File: config.mk
export PLATFORM = sky130hd
export DESIGN_NAME = touch_event_irq
export DESIGN_NICKNAME = d
export VERILOG_FILES = /design/src/touch_event_pkg.sv /design/src/touch_event_irq.sv
export SDC_FILE = /design/constraint.sdc
export NUM_CORES = 1
export LEC_CHECK = 0
export BUFFER_PORTS_ARGS = -buffer_cell sky130_fd_sc_hd__buf_2
export CAP_MARGIN = 20
export CELL_PAD_IN_SITES_DETAIL_PLACEMENT = 2
export CELL_PAD_IN_SITES_GLOBAL_PLACEMENT = 2
export CORE_ASPECT_RATIO = 1.5
export CORE_MARGIN = 10
export CORE_UTILIZATION = 43
export CTS_BUF_LIST = sky130_fd_sc_hd__clkbuf_4 sky130_fd_sc_hd__clkbuf_8
export DETAILED_ROUTE_END_ITERATION = 8
export MAX_ROUTING_LAYER = met4
export PLACE_DENSITY = 0.95
export SLEW_MARGIN = 20
export SYNTH_ARGS = -nofsm -noshare
export SYNTH_HDL_FRONTEND = slang
export SYNTH_SLANG_ARGS = --single-unit
File: constraint.sdc
create_clock -name clk -period 25.5 [get_ports clk]
set_input_delay 2.55 -clock clk [delete_from_list [all_inputs] [get_ports clk]]
set_output_delay 2.55 -clock clk [all_outputs]
set_load 0.1 [all_outputs]
File: src/touch_event_pkg.sv
// shared constants and carrier types for touch event qualification
package touch_event_pkg;

    // register offsets
    localparam logic [7:0] HOLD_TIME_ADDR       = 8'h23;
    localparam logic [7:0] TOUCH_IRQ_EN_ADDR    = 8'h27;
    localparam logic [7:0] HOLD_REPEAT_EN_ADDR  = 8'h28;
    localparam logic [7:0] TOUCH_LIMIT_ADDR     = 8'h2A;
    localparam logic [7:0] PATTERN_CFG_ADDR     = 8'h2B;
    localparam logic [7:0] PATTERN_MEMBER_ADDR  = 8'h2D;

    // values after reset
    localparam logic [7:0] HOLD_TIME_RESET      = 8'h07;
    localparam logic [7:0] TOUCH_IRQ_EN_RESET   = 8'hFF;
    localparam logic [7:0] HOLD_REPEAT_EN_RESET = 8'hFF;
    localparam logic [7:0] TOUCH_LIMIT_RESET    = 8'h80;
    localparam logic [7:0] PATTERN_CFG_RESET    = 8'h00;
    localparam logic [7:0] PATTERN_MEMBER_RESET = 8'hFF;

    // writable bits of each register, the rest read as zero
    localparam logic [7:0] HOLD_TIME_MASK       = 8'h0F;
    localparam logic [7:0] TOUCH_LIMIT_MASK     = 8'h8C;
    localparam logic [7:0] PATTERN_CFG_MASK     = 8'h8F;

    // field positions
    localparam int BLOCK_EN_BIT    = 7;
    localparam int LIMIT_LSB       = 2;
    localparam int PAT_EN_BIT      = 7;
    localparam int PAT_TH_LSB      = 2;
    localparam int PAT_MODE_BIT    = 1;
    localparam int PAT_IRQ_EN_BIT  = 0;

    // timing: hold time step and a plain default repeat interval
    localparam int CLK_FREQ_KHZ      = 25000;
    localparam int HOLD_STEP_MS      = 35;
    localparam int HOLD_STEP_CYCLES  = HOLD_STEP_MS * CLK_FREQ_KHZ;
    localparam int REPEAT_MS         = 175;
    localparam int REPEAT_CYCLES     = REPEAT_MS * CLK_FREQ_KHZ;
    localparam int TIMER_W           = 24;

    // pattern threshold selector codes
    typedef enum logic [1:0] {
        PAT_TH_EIGHTH   = 2'b00,
        PAT_TH_QUARTER  = 2'b01,
        PAT_TH_3EIGHTHS = 2'b10,
        PAT_TH_FULL     = 2'b11
    } pat_th_type;

    // register access request
    typedef struct packed {
        logic       wr;
        logic       rd;
        logic [7:0] addr;
        logic [7:0] wdata;
    } reg_req_type;

    // one polling cycle result from the measurement side
    typedef struct packed {
        logic            valid;
        logic [7:0]      noise;
        logic [7:0][7:0] delta;
    } sample_type;

endpackage

File: src/touch_event_irq.sv
// touch event qualification: interrupts, repeat, touch limit and pattern detection
//
// Function
// - per-input interrupt enable, all set at reset
// - enabled input touch raises interrupt; release too when release interrupt enabled
// - repeat off: interrupts only at touch, release
// - repeat on: periodic interrupts while held long
// - short touch: touch and release interrupts
// - blocking disabled never blocks touches; resets enabled
// - blocking flags limit count, blocks the rest
// - keep flagged inputs until a flagged release
// - after release, flag first N in order
// - limit field 00..11 means 1..4 touches
// - limit exceeded sets many-touch flag, full threshold
// - pattern detection only when enable bit set
// - pattern threshold 12.5, 25, 37.5, 100 percent
// - base threshold: touch threshold or standby threshold
// - match mode: all members above or noisy
// - count mode: enough inputs above or noisy
// - pattern event blocks touches, sets status flag
// - alert on pattern only when alert enabled
// - block while pattern condition holds, then restore
// - pattern flag clears by host after condition ends
// - hold time 35 ms steps decides press-and-hold
// - pattern member bits, all set at reset
module touch_event_irq import touch_event_pkg::*; #(
    parameter int HOLD_STEP = HOLD_STEP_CYCLES,  // cycles per hold time step
    parameter int REPEAT    = REPEAT_CYCLES      // cycles between repeat interrupts
) (
    // clock and reset
    input  wire logic            clk,
    input  wire logic            rst_n,
    // register access from the host interface
    input  wire reg_req_type     reg_req,
    output logic [7:0]           reg_rdata,
    // global interrupt bit written to zero, release interrupt enable
    input  wire logic            int_clear,
    input  wire logic            release_irq_enable,
    // measurement results and thresholds
    input  wire sample_type      sample,
    input  wire logic [7:0][6:0] touch_thresh,
    input  wire logic [6:0]      standby_thresh,
    input  wire logic            standby,
    // status toward the host
    output logic [7:0]           touch_status,
    output logic                 many_touch_flag,
    output logic                 pattern_hit_flag,
    output logic                 int_status,
    output logic                 alert_n
);

    // configuration registers
    logic [7:0] hold_time_reg;          // press-and-hold code in low nibble
    logic [7:0] touch_irq_enable_reg;   // one enable per input
    logic [7:0] hold_repeat_enable_reg; // one repeat enable per input
    logic [7:0] touch_limit_config_reg; // block enable and limit
    logic [7:0] pattern_detect_config_reg;
    logic [7:0] pattern_member_reg;     // pattern members or required count

    // qualification state
    logic [7:0] flagged_reg;            // inputs currently reported as touched
    logic [7:0] flagged_next;
    logic       pat_cond_reg;           // pattern condition from last polling cycle
    logic       pat_cond_next;
    logic       pend_next;
    logic [7:0] raw_touch;              // above full threshold
    logic [7:0] pat_above;              // above pattern threshold or noisy
    logic [7:0] touch_ev;
    logic [7:0] release_ev;
    logic [7:0] repeat_ev;
    logic       pattern_ev;
    logic       over_limit;

    // per-input hold and repeat timers
    logic [TIMER_W-1:0] hold_cnt_reg [8];
    logic [7:0]         held_reg;       // press-and-hold reached

    // field decode
    logic                touch_limit_block_enable;
    logic [1:0]          touch_limit_count;
    logic                pattern_detect_enable;
    logic [1:0]          pattern_threshold_sel;
    logic                pattern_match_mode;
    logic                pattern_irq_enable;
    logic [3:0]          limit_n;
    logic [TIMER_W-1:0]  hold_limit;

    assign touch_limit_block_enable = touch_limit_config_reg[BLOCK_EN_BIT];
    assign touch_limit_count        = touch_limit_config_reg[LIMIT_LSB +: 2];
    assign pattern_detect_enable    = pattern_detect_config_reg[PAT_EN_BIT];
    assign pattern_threshold_sel    = pattern_detect_config_reg[PAT_TH_LSB +: 2];
    assign pattern_match_mode       = pattern_detect_config_reg[PAT_MODE_BIT];
    assign pattern_irq_enable       = pattern_detect_config_reg[PAT_IRQ_EN_BIT];
    // limit code 00..11 stands for 1..4 touches
    assign limit_n    = {2'b00, touch_limit_count} + 4'd1;
    // hold time is (code + 1) steps of 35 ms
    assign hold_limit = TIMER_W'((hold_time_reg[3:0] + 1) * HOLD_STEP);

    // number of set bits in a mask
    function automatic logic [3:0] popcount(input logic [7:0] m);
        logic [3:0] c;
        c = 4'd0;
        for (int i = 0; i < 8; i++) begin
            c = c + {3'b000, m[i]};
        end
        return c;
    endfunction

    // first n set bits of a mask, input 1 first
    function automatic logic [7:0] first_n(input logic [7:0] m, input logic [3:0] n);
        logic [7:0] r;
        logic [3:0] c;
        r = 8'h00;
        c = 4'd0;
        for (int i = 0; i < 8; i++) begin
            if (m[i] && c < n) begin
                r[i] = 1'b1;
                c = c + 4'd1;
            end
        end
        return r;
    endfunction

    // scale a base threshold by the pattern selector
    function automatic logic [6:0] scale_th(input logic [6:0] th, input logic [1:0] sel);
        logic [6:0] r;
        case (pat_th_type'(sel))
            PAT_TH_EIGHTH:   r = th >> 3;
            PAT_TH_QUARTER:  r = th >> 2;
            PAT_TH_3EIGHTHS: r = (th >> 2) + (th >> 3);
            PAT_TH_FULL:     r = th;
            default:         r = th;
        endcase
        return r;
    endfunction

    // threshold comparison for every input
    always_comb begin
        logic [6:0] base;
        base = 7'h00;
        raw_touch = 8'h00;
        pat_above = 8'h00;
        for (int i = 0; i < 8; i++) begin
            // standby uses the shared standby threshold
            base = standby ? standby_thresh : touch_thresh[i];
            raw_touch[i] = sample.delta[i] > {1'b0, base};
            pat_above[i] = (sample.delta[i] > {1'b0, scale_th(base, pattern_threshold_sel)})
                           || sample.noise[i];
        end
    end

    // pattern condition, evaluated once per polling cycle
    always_comb begin
        pat_cond_next = pat_cond_reg;
        if (sample.valid) begin
            if (!pattern_detect_enable) begin
                pat_cond_next = 1'b0;
            end else if (pattern_match_mode) begin
                // every member must be above or noisy
                pat_cond_next = &(pat_above | ~pattern_member_reg);
            end else begin
                // member bits only give a count here
                pat_cond_next = popcount(pat_above) >= popcount(pattern_member_reg);
            end
        end
    end

    assign pattern_ev = sample.valid && pat_cond_next && !pat_cond_reg;
    assign over_limit = touch_limit_block_enable && (popcount(raw_touch) > limit_n);

    // which inputs get reported this polling cycle
    always_comb begin
        logic [7:0] keep;
        keep = flagged_reg & raw_touch;
        flagged_next = flagged_reg;
        if (sample.valid) begin
            if (pat_cond_next) begin
                // everything blocked while the pattern stands
                flagged_next = 8'h00;
            end else if (!touch_limit_block_enable) begin
                flagged_next = raw_touch;
            end else if (keep != flagged_reg || popcount(keep) > limit_n) begin
                // a flagged pad let go: re-pick in scan order
                flagged_next = first_n(raw_touch, limit_n);
            end else begin
                // hold on to the valid ones, fill free slots only
                flagged_next = keep | first_n(raw_touch & ~keep,
                                              limit_n - popcount(keep));
            end
        end
    end

    // touch and release edges, masked per input
    assign touch_ev   = flagged_next & ~flagged_reg & touch_irq_enable_reg;
    assign release_ev = flagged_reg & ~flagged_next & touch_irq_enable_reg
                        & {8{release_irq_enable}};

    // pending interrupt: new events win over a clear in the same cycle
    assign pend_next = (|touch_ev) || (|release_ev) || (|repeat_ev)
                       || (pattern_ev && pattern_irq_enable)
                       || (int_status && !int_clear);

    // register writes
    always_ff @(posedge clk or negedge rst_n) begin
        if (!rst_n) begin
            hold_time_reg             <= HOLD_TIME_RESET;
            touch_irq_enable_reg      <= TOUCH_IRQ_EN_RESET;
            hold_repeat_enable_reg    <= HOLD_REPEAT_EN_RESET;
            touch_limit_config_reg    <= TOUCH_LIMIT_RESET;
            pattern_detect_config_reg <= PATTERN_CFG_RESET;
            pattern_member_reg        <= PATTERN_MEMBER_RESET;
        end else if (reg_req.wr) begin
            case (reg_req.addr)
                HOLD_TIME_ADDR:      hold_time_reg <= reg_req.wdata & HOLD_TIME_MASK;
                TOUCH_IRQ_EN_ADDR:   touch_irq_enable_reg <= reg_req.wdata;
                HOLD_REPEAT_EN_ADDR: hold_repeat_enable_reg <= reg_req.wdata;
                TOUCH_LIMIT_ADDR:    touch_limit_config_reg <= reg_req.wdata & TOUCH_LIMIT_MASK;
                PATTERN_CFG_ADDR:    pattern_detect_config_reg <= reg_req.wdata & PATTERN_CFG_MASK;
                PATTERN_MEMBER_ADDR: pattern_member_reg <= reg_req.wdata;
                default: ;  // unmapped writes are dropped
            endcase
        end
    end

    // register reads, answered one cycle after the request
    always_ff @(posedge clk or negedge rst_n) begin
        if (!rst_n) begin
            reg_rdata <= 8'h00;
        end else if (reg_req.rd) begin
            case (reg_req.addr)
                HOLD_TIME_ADDR:      reg_rdata <= hold_time_reg;
                TOUCH_IRQ_EN_ADDR:   reg_rdata <= touch_irq_enable_reg;
                HOLD_REPEAT_EN_ADDR: reg_rdata <= hold_repeat_enable_reg;
                TOUCH_LIMIT_ADDR:    reg_rdata <= touch_limit_config_reg;
                PATTERN_CFG_ADDR:    reg_rdata <= pattern_detect_config_reg;
                PATTERN_MEMBER_ADDR: reg_rdata <= pattern_member_reg;
                default:             reg_rdata <= 8'h00;  // unmapped reads zero
            endcase
        end
    end

    // touch state and pattern condition
    always_ff @(posedge clk or negedge rst_n) begin
        if (!rst_n) begin
            flagged_reg  <= 8'h00;
            touch_status <= 8'h00;
            pat_cond_reg <= 1'b0;
        end else begin
            flagged_reg  <= flagged_next;
            touch_status <= flagged_next;
            pat_cond_reg <= pat_cond_next;
        end
    end

    // per-input hold timer, then repeat timer once held
    // one counter serves both phases to save area
    always_ff @(posedge clk or negedge rst_n) begin
        if (!rst_n) begin
            for (int i = 0; i < 8; i++) begin
                hold_cnt_reg[i] <= '0;
            end
            held_reg  <= 8'h00;
            repeat_ev <= 8'h00;
        end else begin
            for (int i = 0; i < 8; i++) begin
                repeat_ev[i] <= 1'b0;
                if (!flagged_reg[i] || !hold_repeat_enable_reg[i]) begin
                    // no repeat: only edges count, however long
                    hold_cnt_reg[i] <= '0;
                    held_reg[i]     <= 1'b0;
                end else if (!held_reg[i]) begin
                    // still a short touch until the hold time passes
                    if (hold_cnt_reg[i] >= hold_limit) begin
                        held_reg[i]     <= 1'b1;
                        hold_cnt_reg[i] <= '0;
                    end else begin
                        hold_cnt_reg[i] <= hold_cnt_reg[i] + 1'b1;
                    end
                end else if (hold_cnt_reg[i] >= TIMER_W'(REPEAT - 1)) begin
                    // press-and-hold: interrupt each repeat interval
                    repeat_ev[i]    <= touch_irq_enable_reg[i];
                    hold_cnt_reg[i] <= '0;
                end else begin
                    hold_cnt_reg[i] <= hold_cnt_reg[i] + 1'b1;
                end
            end
        end
    end

    // global interrupt bit and alert pin
    always_ff @(posedge clk or negedge rst_n) begin
        if (!rst_n) begin
            int_status <= 1'b0;
            alert_n    <= 1'b1;
        end else begin
            int_status <= pend_next;
            alert_n    <= !pend_next;
        end
    end

    // status flags: set wins; only the pattern flag clear needs the cause gone
    always_ff @(posedge clk or negedge rst_n) begin
        if (!rst_n) begin
            pattern_hit_flag <= 1'b0;
            many_touch_flag  <= 1'b0;
        end else begin
            if (pattern_ev) begin
                // set whether or not the alert is enabled
                pattern_hit_flag <= 1'b1;
            end else if (int_clear && !pat_cond_reg && !pat_cond_next) begin
                pattern_hit_flag <= 1'b0;
            end
            if (sample.valid && over_limit) begin
                many_touch_flag <= 1'b1;
            end else if (int_clear) begin
                many_touch_flag <= 1'b0;
            end
        end
    end

endmodule

==> flow_summary.ini, run 1 <==
[detailed_routing]
wl_um = 132000
drtPass1Iterations = 5
m1WireLength_um = 44900
drc = 0
drt-wirelength-per-cell_um = 32.0
antenna_left = 0
viasPerCell = 6.54
wl_met2_um = 67000
highest-signal-layer = met4
wl_met3_um = 6970
drt_iter0_markers = 1845
dr_total_vias = 27000

[floorplan]
die-width_um = 223
die_y_um = 325
pin_count = 179
num_rows = 111
die-area_mm2 = 0.0725
core-area_mm2 = 0.0612
initial_core_util = 0.435

[synthesis]
synthXorXnorAreaFrac = 0.0786
postSynthCellCount = 3108
synth_edf_count = 0
synth_seq_cells = 265
yosys.area_share.simple = 0.198
ys_types = 102
synth.avg_cell_area_um2 = 8.57
yosysTopAreaCell = dfrtp_1
synth.area.top_cells = dfrtp_1, ha_1, nor2_1
synthFlopType = dfrtp_1
synthTopCellsByCount = ha_1, nor2_1, dfrtp_1, inv_1, nand2_1
synth_top_family_by_area = adder cells
ys_seq_area_frac = 0.250
ys.warnings.count = 0
syn-cell-area_mm2 = 0.0266
synth_fp_nets = 3746
yosysTopAreaCellShare = 0.222
synth-compound-area-share = 0.155
synth_fa_ha_area_frac = 0.236
post-synth-top-count-cell = ha_1
async_flop_share = 1.00
synth_mux_area_frac = 0.0377

[pwr]
seq_power_share = 0.192
pwr-share-comb = 0.616
power_frac_clock = 0.192
power_density_mw_per_mm2 = 79.6
p_sw_frac = 0.502
ir_worst_vdd_v = 0.0000812
p_leak_nw = 13.8
intPower_mw = 1.17
p_sw_mw = 1.18

[layout]
nets = 3925
fill_cells = 6777
largest_reg_flops = 192
area_growth_pct = 10.9
drive_above_1_share = 0.128
fin_area_mm2 = 0.0295

[sta]
worst_pin_slew_ns = 1.16
skew_ns = 0.0549
finalCritPeriodShare = 0.770
rsz0062_at_grt = no
slew-limit-headroom = 0.225
fin_crit_ns = 19.64
finalMaxSlewViolations = 0
finalHoldViolations = 0
fmax_mhz = 50.9
fin_setup_tns_ns = 0
setup_viol = 0
whs_ns = 0.492

[clocking]
htreeDepth = 2
clock_sinks = 265
cts_setup_buffers = 0
ctsHoldBuffers = 0
numCtsBuffers = 43
cts-root-buf = clkbuf_8
cts-resized-gates = 0
insertion_delay_ns = 0.65
path_clk_slew_ns = 0.07
cts_tree = yes
clock_path_buffers = 3

[global_routing]
grt-ovfl-total = 0
grt_pass1_vias = 31400
track_usage = 0.361
grt_max_degree = 73
grt_pass1_wl_um = 198000
antenna_found_initial = 10

[hold_path]
worstHoldPathType = flip-flop to flip-flop

[setup_path]
cp.required_ns = 26.02
r2r_end = alert_n
critPathCapture = alert_n
cp-end-kind = flip-flop
critPathMaxFanout = 40
critPathLaunch = standby
cpMaxStageDelayCell = buf_2
worstSetupStartpointType = input pin
slowest_delay_ns = 0.58
arrival_ns = 20.17
reg2regPathDepth = 59
r2r_start = flagged_reg[3]
reg2reg_slack_ns = 10.22
worstSetupPathType = input pin to flip-flop
crit_path_frequent_cell = ha_1

[status]
status = finished clean

[placed_design]
place_hpwl_um = 93500
routabilityCongestion = 0.989
placement.io_buffers = 178
place_area_mm2 = 0.0285

[job]
maxCapViolCount = 0
## cell usage in the layout (no fill, tap or decap), types with 24 or more instances in the layout
| cell | synthesis | layout |
|---|---|---|
| fa_1 | 40 | 40 |
| ha_1 | 439 | 439 |
| xor2_1 | 105 | 104 |
| inv_1 | 231 | 231 |
| mux2_2 | 46 | 46 |
| a21o_1 | 56 | 56 |
| nand2b_1 | 41 | 41 |
| a21oi_1 | 182 | 182 |
| buf_4 | 3 | 24 |
| nand3_1 | 107 | 107 |
| a211oi_1 | 25 | 25 |
| and3_1 | 52 | 52 |
| nor3_1 | 57 | 57 |
| o21a_1 | 25 | 25 |
| clkbuf_8 | 0 | 57 |
| buf_2 | 2 | 177 |
| dfstp_2 | 29 | 29 |
| nor2_1 | 381 | 381 |
| nor2b_1 | 53 | 53 |
| o21ai_0 | 186 | 185 |
| nand4_1 | 68 | 68 |
| nand2_1 | 221 | 221 |
| xnor2_1 | 132 | 125 |
| dfrtp_1 | 236 | 234 |
## layer usage
| layer | vias to the layer above | GRT usage |
|---|---|---|
| li1 | 11400 | - |
| met1 | 13400 | 0.343 |
| met2 | 1320 | 0.625 |
| met3 | 794 | 0.0595 |
| met4 | 0 | 0.310 |
| met5 | - | - |
## layout make-up
cell class / instances / area (um^2) / area share
clock inverter: 13 / 135 / 0.00458
inverter: 232 / 871 / 0.0295
antenna: 10 / 25.0 / 0.000848
clock buffer: 67 / 860 / 0.0291
tap: 791 / 990 / 0.0335
multi-input combinational: 2542 / 18900 / 0.639
timing repair buffer: 203 / 1090 / 0.0370
sequential: 265 / 6670 / 0.226
## worst max-delay path: cells and delay by family
kind / cells / cell delay, ns
compound gates: 21 / 5.43
fa+ha+maj: 14 / 4.56
simple gates: 20 / 4.51
buf+inv: 8 / 1.32
mux: 3 / 1.02
xor+xnor: 3 / 0.76
## kinds of logic after synthesis
logic type,after synthesis
multiplexers,74
buffers and inverters,301
adder cells (fa/ha/maj),479
flip-flops,265
other,1
AO/OA/AOI/OAI,653
AND/OR/NAND/NOR,1097
XOR/XNOR,238
## per-stage QoR
stage / cells / power (mW) / setup slack (ns) / util
after CTS: 4113 / 2.30 / 6.42 / 0.481
after global routing: 4120 / 2.45 / 4.95 / 0.482
after global placement: 4033 / 1.59 / 7.64 / 0.465
after floorplan: 3108 / 1.30 / 9.58 / -
after detailed placement: 4033 / 1.78 / 6.41 / 0.465
final: 4123 / 2.35 / 5.86 / 0.482
## power by group through the flow
stage / clock network [mW] / registers [mW] / logic (mW)
after floorplan: 0 / 0.475 / 0.824
after global placement: 0 / 0.456 / 1.14
after detailed placement: 0 / 0.457 / 1.32
after CTS: 0.454 / 0.450 / 1.40
after global routing: 0.470 / 0.452 / 1.53
final: 0.451 / 0.452 / 1.45
## worst min path at each step
stage,to,slack [ns],cells after the start,start
floorplan,hold_cnt_reg[96],0.45,1,hold_cnt_reg[96]
detailed placement,hold_cnt_reg[96],0.49,1,hold_cnt_reg[96]
global route,hold_cnt_reg[96],0.52,1,hold_cnt_reg[96]
global placement,hold_cnt_reg[96],0.46,1,hold_cnt_reg[96]
CTS,hold_cnt_reg[96],0.50,1,hold_cnt_reg[96]
finish,hold_cnt_reg[96],0.49,1,hold_cnt_reg[96]
(Power assumes the default switching activity.)
==> run 2, diff against run 1 <==
--- a/config.mk
+++ b/config.mk
@@ -5,17 +5,18 @@
 export SDC_FILE = /design/constraint.sdc
 export NUM_CORES = 1
 export LEC_CHECK = 0
+export ABC_AREA = 1
 export BUFFER_PORTS_ARGS = -buffer_cell sky130_fd_sc_hd__buf_2
 export CAP_MARGIN = 20
 export CELL_PAD_IN_SITES_DETAIL_PLACEMENT = 2
 export CELL_PAD_IN_SITES_GLOBAL_PLACEMENT = 2
 export CORE_ASPECT_RATIO = 1.5
 export CORE_MARGIN = 10
-export CORE_UTILIZATION = 43
+export CORE_UTILIZATION = 34
 export CTS_BUF_LIST = sky130_fd_sc_hd__clkbuf_4 sky130_fd_sc_hd__clkbuf_8
 export DETAILED_ROUTE_END_ITERATION = 8
 export MAX_ROUTING_LAYER = met4
-export PLACE_DENSITY = 0.95
+export PLACE_DENSITY = 0.84
 export SLEW_MARGIN = 20
 export SYNTH_ARGS = -nofsm -noshare
 export SYNTH_HDL_FRONTEND = slang
==> constraint.sdc (replaced) <==
create_clock -name clk -period 17.6 [get_ports clk]
set_input_delay 1.76 -clock clk [delete_from_list [all_inputs] [get_ports clk]]
set_output_delay 1.76 -clock clk [all_outputs]
set_load 0.1 [all_outputs]
==> run 2 against run 1 <==
Compared with the run above:
- via count decreased by 5.1%
- wire length fell by 19%
- worst setup slack lost 4.3 ns
==> flow_summary.ini, run 2 <==
[setup_path]
r2r_end = alert_n
worstSetupPathType = input pin to flip-flop
reg2regPathDepth = 57
critPathMaxFanout = 26
cp.required_ns = 18.16
worstSetupStartpointType = input pin
slowest_delay_ns = 0.79
r2r_start = flagged_reg[1]
reg2reg_slack_ns = 4.37
cpMaxStageDelayCell = a2111oi_0
arrival_ns = 16.60
critPathLaunch = standby
crit_path_frequent_cell = nand2_1
cp-end-kind = flip-flop

[global_routing]
track_usage = 0.248
grt-ovfl-total = 0
antenna_found_initial = 11
grt_pass1_wl_um = 167000
grt_max_degree = 86
grt_pass1_vias = 29300

[clocking]
clock_path_buffers = 3
ctsHoldBuffers = 0
cts_tree = yes
htreeDepth = 2
path_clk_slew_ns = 0.07
insertion_delay_ns = 0.67
cts-root-buf = clkbuf_8
clock_sinks = 265
cts-resized-gates = 0
numCtsBuffers = 46
cts_setup_buffers = 0

[synthesis]
post-synth-top-count-cell = nand2_1
synth_fp_nets = 4007
synth_seq_cells = 265
synth.avg_cell_area_um2 = 7.69
ys.warnings.count = 0
async_flop_share = 1.00
synth.area.top_cells = dfrtp_1, ha_1, nand2_1
synth_edf_count = 0
yosysTopAreaCell = dfrtp_1
synthFlopType = dfrtp_1
yosysTopAreaCellShare = 0.228
ys_seq_area_frac = 0.257
synthTopCellsByCount = nand2_1, inv_1, ha_1, nor2_1, a21oi_1
postSynthCellCount = 3369
ys_types = 72
syn-cell-area_mm2 = 0.0259

[layout]
fill_cells = 8775
layoutNonFillerInstCount = 4622
area_growth_pct = 12.5
multi_input_area_mm2 = 0.0172
drive_above_1_share = 0.109
largest_reg_flops = 192
area.sequential_mm2 = 0.00667
layout_common_cells = nand2_1, inv_1, ha_1
nets = 4212
final_util = 0.387
final_common_cell = nand2_1

[floorplan]
die-area_mm2 = 0.0878
num_rows = 123
die-width_um = 245
pin_count = 179
initial_core_util = 0.344
die_y_um = 358
core-area_mm2 = 0.0753

[sta]
finalHoldViolations = 0
fin_crit_ns = 16.04
finalCritPeriodShare = 0.911
skew_ns = 0.0569
finalMaxSlewViolations = 0
fmax_mhz = 62.4
rsz0062_at_grt = no
fin_setup_tns_ns = 0
slew-limit-headroom = 0.200
setup_viol = 0
worst_pin_slew_ns = 1.19

[pwr]
ir_worst_vdd_v = 0.0000435
finalPower_mw = 2.58
power_density_mw_per_mm2 = 88.6
p_leak_nw = 14.2

[detailed_routing]
drt_iter0_markers = 1025
dr_total_vias = 25600
antenna_left = 0
viasPerCell = 5.53
wl_um = 107000
drtPass1Iterations = 5
drt-wirelength-per-cell_um = 23.1
drc = 0

[hold_path]
min_from = hold_cnt_reg[168]
holdPathEnd = hold_cnt_reg[168]
worstHoldPathCells = 1
worstHoldPathType = flip-flop to flip-flop

[status]
status = finished clean

[placed_design]
place_hpwl_um = 84500
dp.cells = 4526
placement.io_buffers = 178
routabilityCongestion = 0.930

[job]
maxCapViolCount = 0
-- run 2: power by group --
group / switching [mW] / internal (mW) / leakage, nW
Sequential: 0.0188 / 0.622 / 3.58
Combinational: 0.862 / 0.439 / 10.1
Clock: 0.300 / 0.339 / 0.541
-- run 2: worst max-delay path by stage --
| stage | to | cells past startpoint |
|---|---|---|
| 3_5_place_dp | int_status | 68 |
| 5_1_grt | alert_n | 69 |
| 4_1_cts | alert_n | 67 |
| 6_report | alert_n | 67 |
| 2_1_floorplan | int_status | 70 |
| 3_3_place_gp | int_status | 68 |
-- run 2: metrics by stage --
stage	hold slack [ns]	worst slack, ns	instance area (um^2)
detailed placement	0.453	0.692	28100
floorplan	0.432	3.31	25900
finish	0.461	1.56	29100
global placement	0.445	1.52	28100
global route	0.487	0.118	29100
CTS	0.465	1.35	29100
-- run 2: layout make-up --
type                    count  share of cell area
inverters                 499              0.0643
well taps                1000              0.0429
repair buffers            208              0.0386
clock inverters             9             0.00223
flip-flops and latches    265               0.229
clock buffers              77              0.0323
diodes                     10            0.000859
multi-input cells        2554               0.590
-- run 2: cells by family after synthesis --
kind of cell             after synthesis  share of synthesized area
adder cells (fa/ha/maj)              479                      0.243
AND/OR/NAND/NOR                     1232                      0.208
XOR/XNOR                             141                     0.0477
other                                  1                   0.000145
multiplexers                           5                    0.00213
flip-flops                           265                      0.257
buffers and inverters                550                     0.0801
AO/OA/AOI/OAI                        696                      0.162
-- run 2: worst max-delay path: cells and delay by family --
family	cells	cell delay, ns
AOI/OAI and AO/OA	10	3.12
xor gates and xnor gates	3	1.12
adders and majority gates	14	4.94
buffers and inverters	11	1.60
and+or+nand+nor	29	4.02
-- run 2: layer usage --
metal  share of wire  vias up  track usage  wire length [um]
li1                -    11900            -                 -
met1            0.37    12900        0.239             39000
met2            0.55      534        0.475             58300
met3           0.032      241       0.0295              3410
met4           0.056        0        0.127              5930
met5               0        -            -                 0
